[config.mk]
export PLATFORM = sky130hd
export DESIGN_NAME = seef_slave
export DESIGN_NICKNAME = d
export VERILOG_FILES = /design/src/seef_pkg.sv /design/src/seef_idpage_mem.sv /design/src/seef_slave.sv
export SDC_FILE = /design/constraint.sdc
export NUM_CORES = 1
export LEC_CHECK = 0
export BUFFER_PORTS_ARGS = -buffer_cell sky130_fd_sc_hd__buf_2
export CORE_ASPECT_RATIO = 0.9
export CORE_MARGIN = 5
export CORE_UTILIZATION = 50
export DETAILED_ROUTE_END_ITERATION = 7
export GPL_ROUTABILITY_DRIVEN = 0
export GPL_TIMING_DRIVEN = 0
export PLACE_DENSITY = 0.8
export SYNTH_ARGS = -nofsm -noshare
export SYNTH_HDL_FRONTEND = slang
export SYNTH_SLANG_ARGS = --single-unit
[constraint.sdc]
create_clock -name clk_sys_in -period 3 [get_ports clk_sys_in]
set_input_delay 0.6 -clock clk_sys_in [delete_from_list [all_inputs] [get_ports clk_sys_in]]
set_output_delay 0.6 -clock clk_sys_in [all_outputs]
set_load 0.1 [all_outputs]
[src/seef_pkg.sv]
// package of constants shared by the serial eeprom front end
package seef_pkg;
    // select byte type identifiers, b7..b4
    localparam logic [3:0] TYPE_ARRAY = 4'h000a;
    localparam logic [3:0] TYPE_IDPAGE = 4'h000b;
    // select byte field positions
    localparam int SEL_TYPE_MSB = 7;
    localparam int SEL_TYPE_LSB = 4;
    localparam int SEL_HIADDR_MSB = 3;
    localparam int SEL_HIADDR_LSB = 1;
    localparam int SEL_RW_BIT = 0;
    // address byte fields for the identification page
    localparam int ADDR_LOCK_BIT = 7;
    localparam int IDP_LOC_MSB = 3;
    // lock instruction data byte bit
    localparam int LOCK_DATA_BIT = 1;
    // array geometry
    localparam int ARRAY_AW = 11;
    localparam int PAGE_AW = 4;
    localparam int IDP_DEPTH = 16;
    // reset values
    localparam logic [10:0] ADDR_RST = 11'h0000;
    // write cycle time in microseconds and clock period in ns
    localparam int WRITE_TIME_US = 4000;
    localparam int CLK_PERIOD_NS = 10;
    // write cycle time rounded up to whole clocks
    localparam int WRITE_CYCLES = (WRITE_TIME_US * 1000 + CLK_PERIOD_NS - 1)
        / CLK_PERIOD_NS;
endpackage : seef_pkg

[src/seef_idpage_mem.sv]
// identification page memory, registered read port
`timescale 1ns/100ps
`default_nettype none
module seef_idpage_mem #(
    parameter int DEPTH = 16,
    parameter int AW = 4,
    // identity bytes, values arbitrary
    parameter logic [7:0] ID0 = 8'h005a,
    parameter logic [7:0] ID1 = 8'h00a5,
    parameter logic [7:0] ID2 = 8'h003c
) (
    input wire logic clk_sys_in,
    input wire logic rstn_in,
    input wire logic ce_in,
    input wire logic wr_en_in,
    input wire logic [AW-1:0] wr_addr_in,
    input wire logic [7:0] wr_data_in,
    input wire logic [AW-1:0] rd_addr_in,
    output logic [7:0] rd_data_out
);
    // storage, first three entries preloaded with identity bytes
    logic [7:0] mem_q [DEPTH];
    logic [7:0] rd_q;

    // write port and reset preload
    always_ff @(posedge clk_sys_in) begin
        if (!rstn_in) begin
            for (int i = 0; i < DEPTH; i++) begin
                mem_q[i] <= (i == 0) ? ID0 : (i == 1) ? ID1 :
                    (i == 2) ? ID2 : 8'h00ff;
            end
        end else if (ce_in && wr_en_in) begin
            mem_q[wr_addr_in] <= wr_data_in;
        end
    end

    // read data always from a register
    always_ff @(posedge clk_sys_in) begin
        if (!rstn_in) begin
            rd_q <= 8'h0000;
        end else if (ce_in) begin
            rd_q <= mem_q[rd_addr_in];
        end
    end
    assign rd_data_out = rd_q;
endmodule : seef_idpage_mem
`default_nettype wire

[src/seef_slave.sv]
// two-wire slave front end of a serial eeprom, write side
`timescale 1ns/100ps
`default_nettype none
// Behaviour
// - slave only, never drives clock
// - start is data fall, clock high
// - starts ignored while write cycle runs
// - stop is data rise, clock high
// - data bits sampled on clock rise
// - receiver pulls data low ninth pulse
// - select byte 1010, high addr, rw
// - type 1011 selects identification page
// - last select bit one read, zero write
// - ack match, else standby until start
// - eleven bit address from both bytes
// - id page bit7 zero, bits3..0 location
// - sixteen byte id page, three preloaded
// - write is select, address, then data
// - stop in tenth slot starts write
// - silent and released during write cycle
// - counter points past last written byte
// - protect high blocks write, nacks data
// - protect high still acks select, address
// - page write wraps within sixteen bytes
// - lock needs a7 set, data bit1
module seef_slave #(
    parameter int WRITE_CYCLES = seef_pkg::WRITE_CYCLES,
    parameter int PAGE_BYTES = 16
) (
    input wire logic clk_sys_in,
    input wire logic rstn_in,
    input wire logic ce_in,
    input wire logic scl_in,
    input wire logic sda_in,
    input wire logic write_protect_input,
    output logic sda_out,
    output logic sda_oe_out,
    output logic busy_out,
    output logic [10:0] addr_out,
    output logic array_wr_out,
    output logic [10:0] array_wr_addr_out,
    output logic [7:0] array_wr_data_out,
    output logic lock_req_out
);
    localparam int CW = $clog2(WRITE_CYCLES + 1);

    typedef enum {
        ST_IDLE, ST_SEL, ST_ADDR, ST_DATA, ST_ACK, ST_WAIT
    } seef_state_e;

    // three stage input synchronisers
    logic [2:0] scl_q, scl_d, sda_q, sda_d;
    // filtered bus levels, previous filtered levels
    logic scl_f_q, scl_f_d, sda_f_q, sda_f_d;
    // protect pin synchroniser and its filtered level
    logic [2:0] wp_q, wp_d;
    logic wp_f_q, wp_f_d;
    // protocol state
    seef_state_e state_q, state_d, after_ack_q, after_ack_d;
    logic [3:0] bit_cnt_q, bit_cnt_d;
    logic [7:0] shift_q, shift_d;
    logic ack_drive_q, ack_drive_d;
    logic idp_q, idp_d;
    logic lock_q, lock_d;
    logic slot10_q, slot10_d;
    logic pending_q, pending_d;
    logic [10:0] addr_q, addr_d;
    logic [10:0] last_q, last_d;
    // write cycle timer
    logic [CW-1:0] wcnt_q, wcnt_d;
    logic busy_q, busy_d;
    // outputs held in flops
    logic arr_wr_q, arr_wr_d;
    logic [10:0] arr_wa_q, arr_wa_d;
    logic [7:0] arr_wd_q, arr_wd_d;
    logic idp_wr_q, idp_wr_d;
    logic lock_req_q, lock_req_d;
    logic unused_rd;
    logic [7:0] idp_rd;

    // bus events from the agreeing second and third stages
    logic scl_rise, scl_fall, start_ev, stop_ev;
    always_comb begin
        scl_d = {scl_q[1:0], scl_in};
        sda_d = {sda_q[1:0], sda_in};
        scl_f_d = (scl_q[1] == scl_q[2]) ? scl_q[2] : scl_f_q;
        sda_f_d = (sda_q[1] == sda_q[2]) ? sda_q[2] : sda_f_q;
        wp_d = {wp_q[1:0], write_protect_input};
        wp_f_d = (wp_q[1] == wp_q[2]) ? wp_q[2] : wp_f_q;
    end
    assign scl_rise = scl_f_d & ~scl_f_q;
    assign scl_fall = ~scl_f_d & scl_f_q;
    assign start_ev = scl_f_q & scl_f_d & sda_f_q & ~sda_f_d;
    assign stop_ev = scl_f_q & scl_f_d & ~sda_f_q & sda_f_d;

    // synchroniser registers
    always_ff @(posedge clk_sys_in) begin
        if (!rstn_in) begin
            scl_q <= 3'h7;
            sda_q <= 3'h7;
            scl_f_q <= 1'b1;
            sda_f_q <= 1'b1;
            wp_q <= 3'h0;
            wp_f_q <= 1'b0;
        end else if (ce_in) begin
            scl_q <= scl_d;
            sda_q <= sda_d;
            scl_f_q <= scl_f_d;
            sda_f_q <= sda_f_d;
            wp_q <= wp_d;
            wp_f_q <= wp_f_d;
        end
    end

    // protocol next state
    always_comb begin
        state_d = state_q;
        after_ack_d = after_ack_q;
        bit_cnt_d = bit_cnt_q;
        shift_d = shift_q;
        ack_drive_d = ack_drive_q;
        idp_d = idp_q;
        lock_d = lock_q;
        slot10_d = slot10_q;
        pending_d = pending_q;
        addr_d = addr_q;
        last_d = last_q;
        wcnt_d = wcnt_q;
        busy_d = busy_q;
        arr_wr_d = 1'b0;
        arr_wa_d = arr_wa_q;
        arr_wd_d = arr_wd_q;
        idp_wr_d = 1'b0;
        lock_req_d = 1'b0;
        if (busy_q) begin
            state_d = ST_IDLE;
            ack_drive_d = 1'b0;
            if (wcnt_q == '0) begin
                busy_d = 1'b0;
                addr_d = idp_q ? {7'h0000,
                    last_q[3:0] + 4'h0001}
                    : last_q + 11'h0001;
            end else begin
                wcnt_d = wcnt_q - CW'(1);
            end
        end else if (stop_ev) begin
            state_d = ST_IDLE;
            ack_drive_d = 1'b0;
            if (slot10_q && pending_q) begin
                busy_d = 1'b1;
                wcnt_d = CW'(WRITE_CYCLES - 1);
            end
            pending_d = 1'b0;
            slot10_d = 1'b0;
        end else if (start_ev) begin
            // start opens a new select byte
            state_d = ST_SEL;
            bit_cnt_d = 4'h0000;
            ack_drive_d = 1'b0;
            slot10_d = 1'b0;
            pending_d = 1'b0;
        end else begin
            case (state_q)
                ST_IDLE: begin
                    ack_drive_d = 1'b0;
                end
                ST_SEL, ST_ADDR, ST_DATA: begin
                    if (scl_rise) begin
                        shift_d = {shift_q[6:0], sda_f_q};
                        bit_cnt_d = bit_cnt_q + 4'h0001;
                    end
                    // tenth slot lasts until the next clock fall, so a
                    // stop's own clock rise does not close it
                    slot10_d = slot10_q & ~scl_fall;
                    // byte complete, decide ack on clock fall
                    if (scl_fall && bit_cnt_q == 4'h0008) begin
                        bit_cnt_d = 4'h0000;
                        state_d = ST_ACK;
                        after_ack_d = state_q;
                        ack_drive_d = 1'b0;
                        if (state_q == ST_SEL) begin
                            if (shift_q[7:4] == seef_pkg::TYPE_ARRAY ||
                                shift_q[7:4] == seef_pkg::TYPE_IDPAGE) begin
                                ack_drive_d = 1'b1;
                                idp_d = shift_q[7:4]
                                    == seef_pkg::TYPE_IDPAGE;
                                addr_d[10:8] = shift_q[3:1];
                                // reads belong to a neighbour
                                if (shift_q[0]) begin
                                    after_ack_d = ST_IDLE;
                                end
                            end else begin
                                state_d = ST_IDLE;
                            end
                        end else if (state_q == ST_ADDR) begin
                            ack_drive_d = 1'b1;
                            lock_d = idp_q & shift_q[7];
                            addr_d = idp_q ? {7'h0000, shift_q[3:0]}
                                : {addr_q[10:8], shift_q};
                        end else begin
                            ack_drive_d = ~wp_f_q;
                            if (!wp_f_q) begin
                                last_d = addr_q;
                                arr_wa_d = addr_q;
                                arr_wd_d = shift_q;
                                if (lock_q) begin
                                    lock_req_d =
                                        shift_q[seef_pkg::LOCK_DATA_BIT];
                                    pending_d = 1'b0;
                                end else begin
                                    pending_d = 1'b1;
                                    arr_wr_d = ~idp_q;
                                    idp_wr_d = idp_q;
                                end
                                addr_d = {addr_q[10:4],
                                    addr_q[3:0] + 4'h0001};
                            end
                        end
                    end
                end
                ST_ACK: begin
                    if (scl_fall) begin
                        ack_drive_d = 1'b0;
                        state_d = (ack_drive_q && after_ack_q != ST_IDLE)
                            ? (after_ack_q == ST_SEL ? ST_ADDR : ST_DATA)
                            : ST_IDLE;
                        slot10_d = after_ack_q == ST_DATA;
                    end
                end
                default: begin
                    state_d = ST_IDLE;
                end
            endcase
        end
    end

    // protocol registers
    always_ff @(posedge clk_sys_in) begin
        if (!rstn_in) begin
            state_q <= ST_IDLE;
            after_ack_q <= ST_IDLE;
            bit_cnt_q <= 4'h0000;
            shift_q <= 8'h0000;
            ack_drive_q <= 1'b0;
            idp_q <= 1'b0;
            lock_q <= 1'b0;
            slot10_q <= 1'b0;
            pending_q <= 1'b0;
            addr_q <= seef_pkg::ADDR_RST;
            last_q <= seef_pkg::ADDR_RST;
            wcnt_q <= '0;
            busy_q <= 1'b0;
            arr_wr_q <= 1'b0;
            arr_wa_q <= 11'h0000;
            arr_wd_q <= 8'h0000;
            idp_wr_q <= 1'b0;
            lock_req_q <= 1'b0;
        end else if (ce_in) begin
            state_q <= state_d;
            after_ack_q <= after_ack_d;
            bit_cnt_q <= bit_cnt_d;
            shift_q <= shift_d;
            ack_drive_q <= ack_drive_d;
            idp_q <= idp_d;
            lock_q <= lock_d;
            slot10_q <= slot10_d;
            pending_q <= pending_d;
            addr_q <= addr_d;
            last_q <= last_d;
            wcnt_q <= wcnt_d;
            busy_q <= busy_d;
            arr_wr_q <= arr_wr_d;
            arr_wa_q <= arr_wa_d;
            arr_wd_q <= arr_wd_d;
            idp_wr_q <= idp_wr_d;
            lock_req_q <= lock_req_d;
        end
    end

    // id page storage beside the array
    seef_idpage_mem #(
        .DEPTH(seef_pkg::IDP_DEPTH),
        .AW(seef_pkg::PAGE_AW)
    ) u_idpage (
        .clk_sys_in(clk_sys_in),
        .rstn_in(rstn_in),
        .ce_in(ce_in),
        .wr_en_in(idp_wr_q),
        .wr_addr_in(arr_wa_q[3:0]),
        .wr_data_in(arr_wd_q),
        .rd_addr_in(addr_q[3:0]),
        .rd_data_out(idp_rd)
    );
    assign unused_rd = ^idp_rd;

    // only the data line is ever driven
    // output value fixed low, enable pulls
    assign sda_out = 1'b0;
    assign sda_oe_out = ack_drive_q;
    assign busy_out = busy_q;
    assign addr_out = addr_q;
    assign array_wr_out = arr_wr_q;
    assign array_wr_data_out = arr_wd_q;
    assign array_wr_addr_out = arr_wa_q;
    assign lock_req_out = lock_req_q;
endmodule : seef_slave
`default_nettype wire

==> impl_metrics.tcl <==
set metrics [dict create \
    status "completed" \
    dp_hpwl_mm 8.29 \
    root_buffer "clkbuf_8" \
    synth_fp_nets 536 \
    track_usage 0.217 \
    grt_max_degree 15 \
    clk_pin_slew_ns 0.09 \
    postCtsHoldBufs 0 \
    r2r_slack_ns 0.57 \
    synthXorXnorAreaFrac 0.0500 \
    max-vdd-ir-drop_mv 0.309 \
    n_antenna_cell 0 \
    synth_flop_cell "dfxtp_1" \
    fin_crit_ns 2.43 \
    cts_tree "yes" \
    wl_met1_mm 5.17 \
    fp.dieW_um 109 \
    synthCells 525 \
    hp-class "in -> reg" \
    antenna_left 0 \
    drv_cap 0 \
    powerDensity_nw_per_um2 435 \
    first_pass_iters 5 \
    drv_slew 0 \
    leakage_nw 1.91 \
    yosys.area_share.adder 0.0143 \
    crit_fanout 6 \
    syn-cell-area_um2 4380 \
    grt_pass1_wl_mm 18.8 \
    nets 585 \
    finalHoldViolCount 0 \
    nFillCells 784 \
    max_freq_mhz 411 \
    period_share 0.810 \
    design.die.area_um2 10700 \
    path_class "reg -> reg" \
    worstMarginPinSlew_ns 0.799 \
    wl_per_cell_um 16.4 \
    relSlewSlack 0.465 \
    cts_resized 0 \
    fin_skew_ns 0.00747 \
    dr_wl_met3_um 775 \
    drtIter0Drc 393 \
    core_um2 8570 \
    wl_met2_mm 5.32 \
    grt-ovfl-total 0 \
    synth_cell_types 70 \
    synthArstFlopShare 0 \
    dr.max_layer_used "met4" \
    start_kind "flip-flop" \
    start_util 0.511 \
    viasPerCell 5.86 \
    drive_above_1_share 0.136 \
    fp.dieH_um 98.8 \
    cts_buffers 9 \
    synth-simple-area-share 0.244 \
    synth_edf_count 0 \
    antenna_found_initial 0 \
    htreeDepth 3 \
    clock_latency_ns 0.36 \
    ys.warnings.count 0 \
    rsz0062_at_grt "no" \
    worstPathRequired_ns 3.23 \
    post_dp_cell_area_um2 4720 \
    synth_compound_area_frac 0.185 \
    ys_seq_area_frac 0.398 \
    first_global_vias 3856 \
    synth_top_family_by_area "simple AND/OR/NAND/NOR gates" \
    synth.avg_cell_area_um2 8.34 \
    crit_arrival_ns 2.66 \
    clock_sinks 87 \
    syn_to_final_growth_pct 12.8 \
    drcViolationCount 0 \
    end_kind "flip-flop" \
    io_buffers 38 \
    rows 32 \
    drt-total-wl_mm 11.4 \
    setup_tns_ns 0 \
    ios 41 \
    synth_seq_cells 87 \
    setup_viol 0 \
    clockBufferDepth 2 \
    final_area_um2 4940 \
    synthMuxAreaShare 0.0669 \
    postCtsSetupRepairBufs 0 \
    vias 4093 \
]
[layout make-up]
class                           instances  area [um^2]  share of cell area
Timing Repair Buffer                   38          190              0.0385
Clock buffer                           12          145              0.0294
Tap cell                              119          149              0.0301
Buffer                                 30          125              0.0253
Inverter                               15         56.3              0.0114
Clock inverter                          4         77.6              0.0157
Sequential cell                        87         1740               0.353
Multi-Input combinational cell        393         2450               0.497
[where the power goes]
| part | internal [mW] | total [mW] | switching, mW |
|---|---|---|---|
| Sequential | 1.16 | 1.16 | 0.00348 |
| Clock | 0.497 | 0.918 | 0.421 |
| Combinational | 0.0163 | 0.0681 | 0.0517 |
[logic make-up after synthesis]
logic type,after synthesis
DFF,87
buffers and inverters,45
and+or+nand+nor,212
AOI/OAI and AO/OA,121
other,1
xor gates and xnor gates,25
muxes,29
adders and majority gates,5
[final timing paths]
kind,from,end,depth (start not counted)
hold / removal,scl_in,scl_q[0],3
setup / recovery,wcnt_q[0],wcnt_q[12],7
setup reg to reg,wcnt_q[0],wcnt_q[12],7
hold reg to reg,array_wr_data_out[6],array_wr_data_out[6],2
[placed cells by master, fill, tap and decap left out, types with 3 or more instances in the layout]
| master | instances |
|---|---|
| a21oi_1 | 51 |
| a31oi_1 | 6 |
| and2_1 | 4 |
| and3_1 | 4 |
| buf_2 | 45 |
| clkbuf_1 | 22 |
| clkbuf_8 | 10 |
| dfxtp_1 | 87 |
| ha_1 | 5 |
| inv_1 | 15 |
| mux2i_1 | 27 |
| nand2_1 | 78 |
| nand2b_1 | 5 |
| nand3_1 | 17 |
| nand3b_1 | 5 |
| nand4_1 | 7 |
| nand4b_1 | 3 |
| nor2_1 | 43 |
| nor3_1 | 13 |
| nor3b_1 | 4 |
| nor4_1 | 7 |
| o211ai_1 | 7 |
| o21ai_0 | 17 |
| o31ai_1 | 7 |
| or2_2 | 3 |
| xnor2_1 | 10 |
| xor2_1 | 15 |
[cell usage after synthesis (all sizes together) (9+ instances only)]
cell,count,area (um^2)
a21oi,52,264
buf,10,50.1
clkbuf,20,75.1
dfxtp,87,1740
inv,15,56.3
mux2i,27,270
nand2,78,293
nand3,17,85.1
nor2,44,173
nor3,13,65.1
nor4,9,77.6
o21ai,18,90.1
xnor2,10,87.6
xor2,15,131
[flip-flops by register name (all words and copies together), names as in the netlist, 3 cells and up]
name and count:
after_ack_q 3, array_wr_addr_out 11, bit_cnt_q 4, wp_q 3, sda_q 3, shift_q 8, state_q 3, array_wr_data_out 8
wcnt_q 19, addr_out 11, scl_q 3
[metrics by stage]
step           worst slack (ns)  utilization  instances  hold slack [ns]  total power [mW]
6_report                  0.569        0.577        698            0.454              2.15
2_1_floorplan             0.624            -        525            0.427              1.23
4_1_cts                   0.616        0.577        698            0.446              2.16
5_1_grt                   0.352        0.577        698            0.449              2.21
3_5_place_dp              0.387        0.551        682            0.449              1.26
3_3_place_gp              0.423        0.551        682            0.442              1.25
[worst max-delay path, stage by stage, from the launching register on]
cell     delay, ns
dfxtp_1       0.36
inv_1         0.08
ha_1          0.25
or4b_1        0.55
nor3_1        0.54
o21ai_0       0.24
xnor2_1       0.19
a21oi_1       0.08
[metal layers]
layer	GRT usage	up-vias
met5	0	-
met1	0.294	1944
met2	0.351	154
li1	-	1979
met4	0.0466	0
met3	0.0511	16
Note: power is estimated with default switching activity, not from simulation.
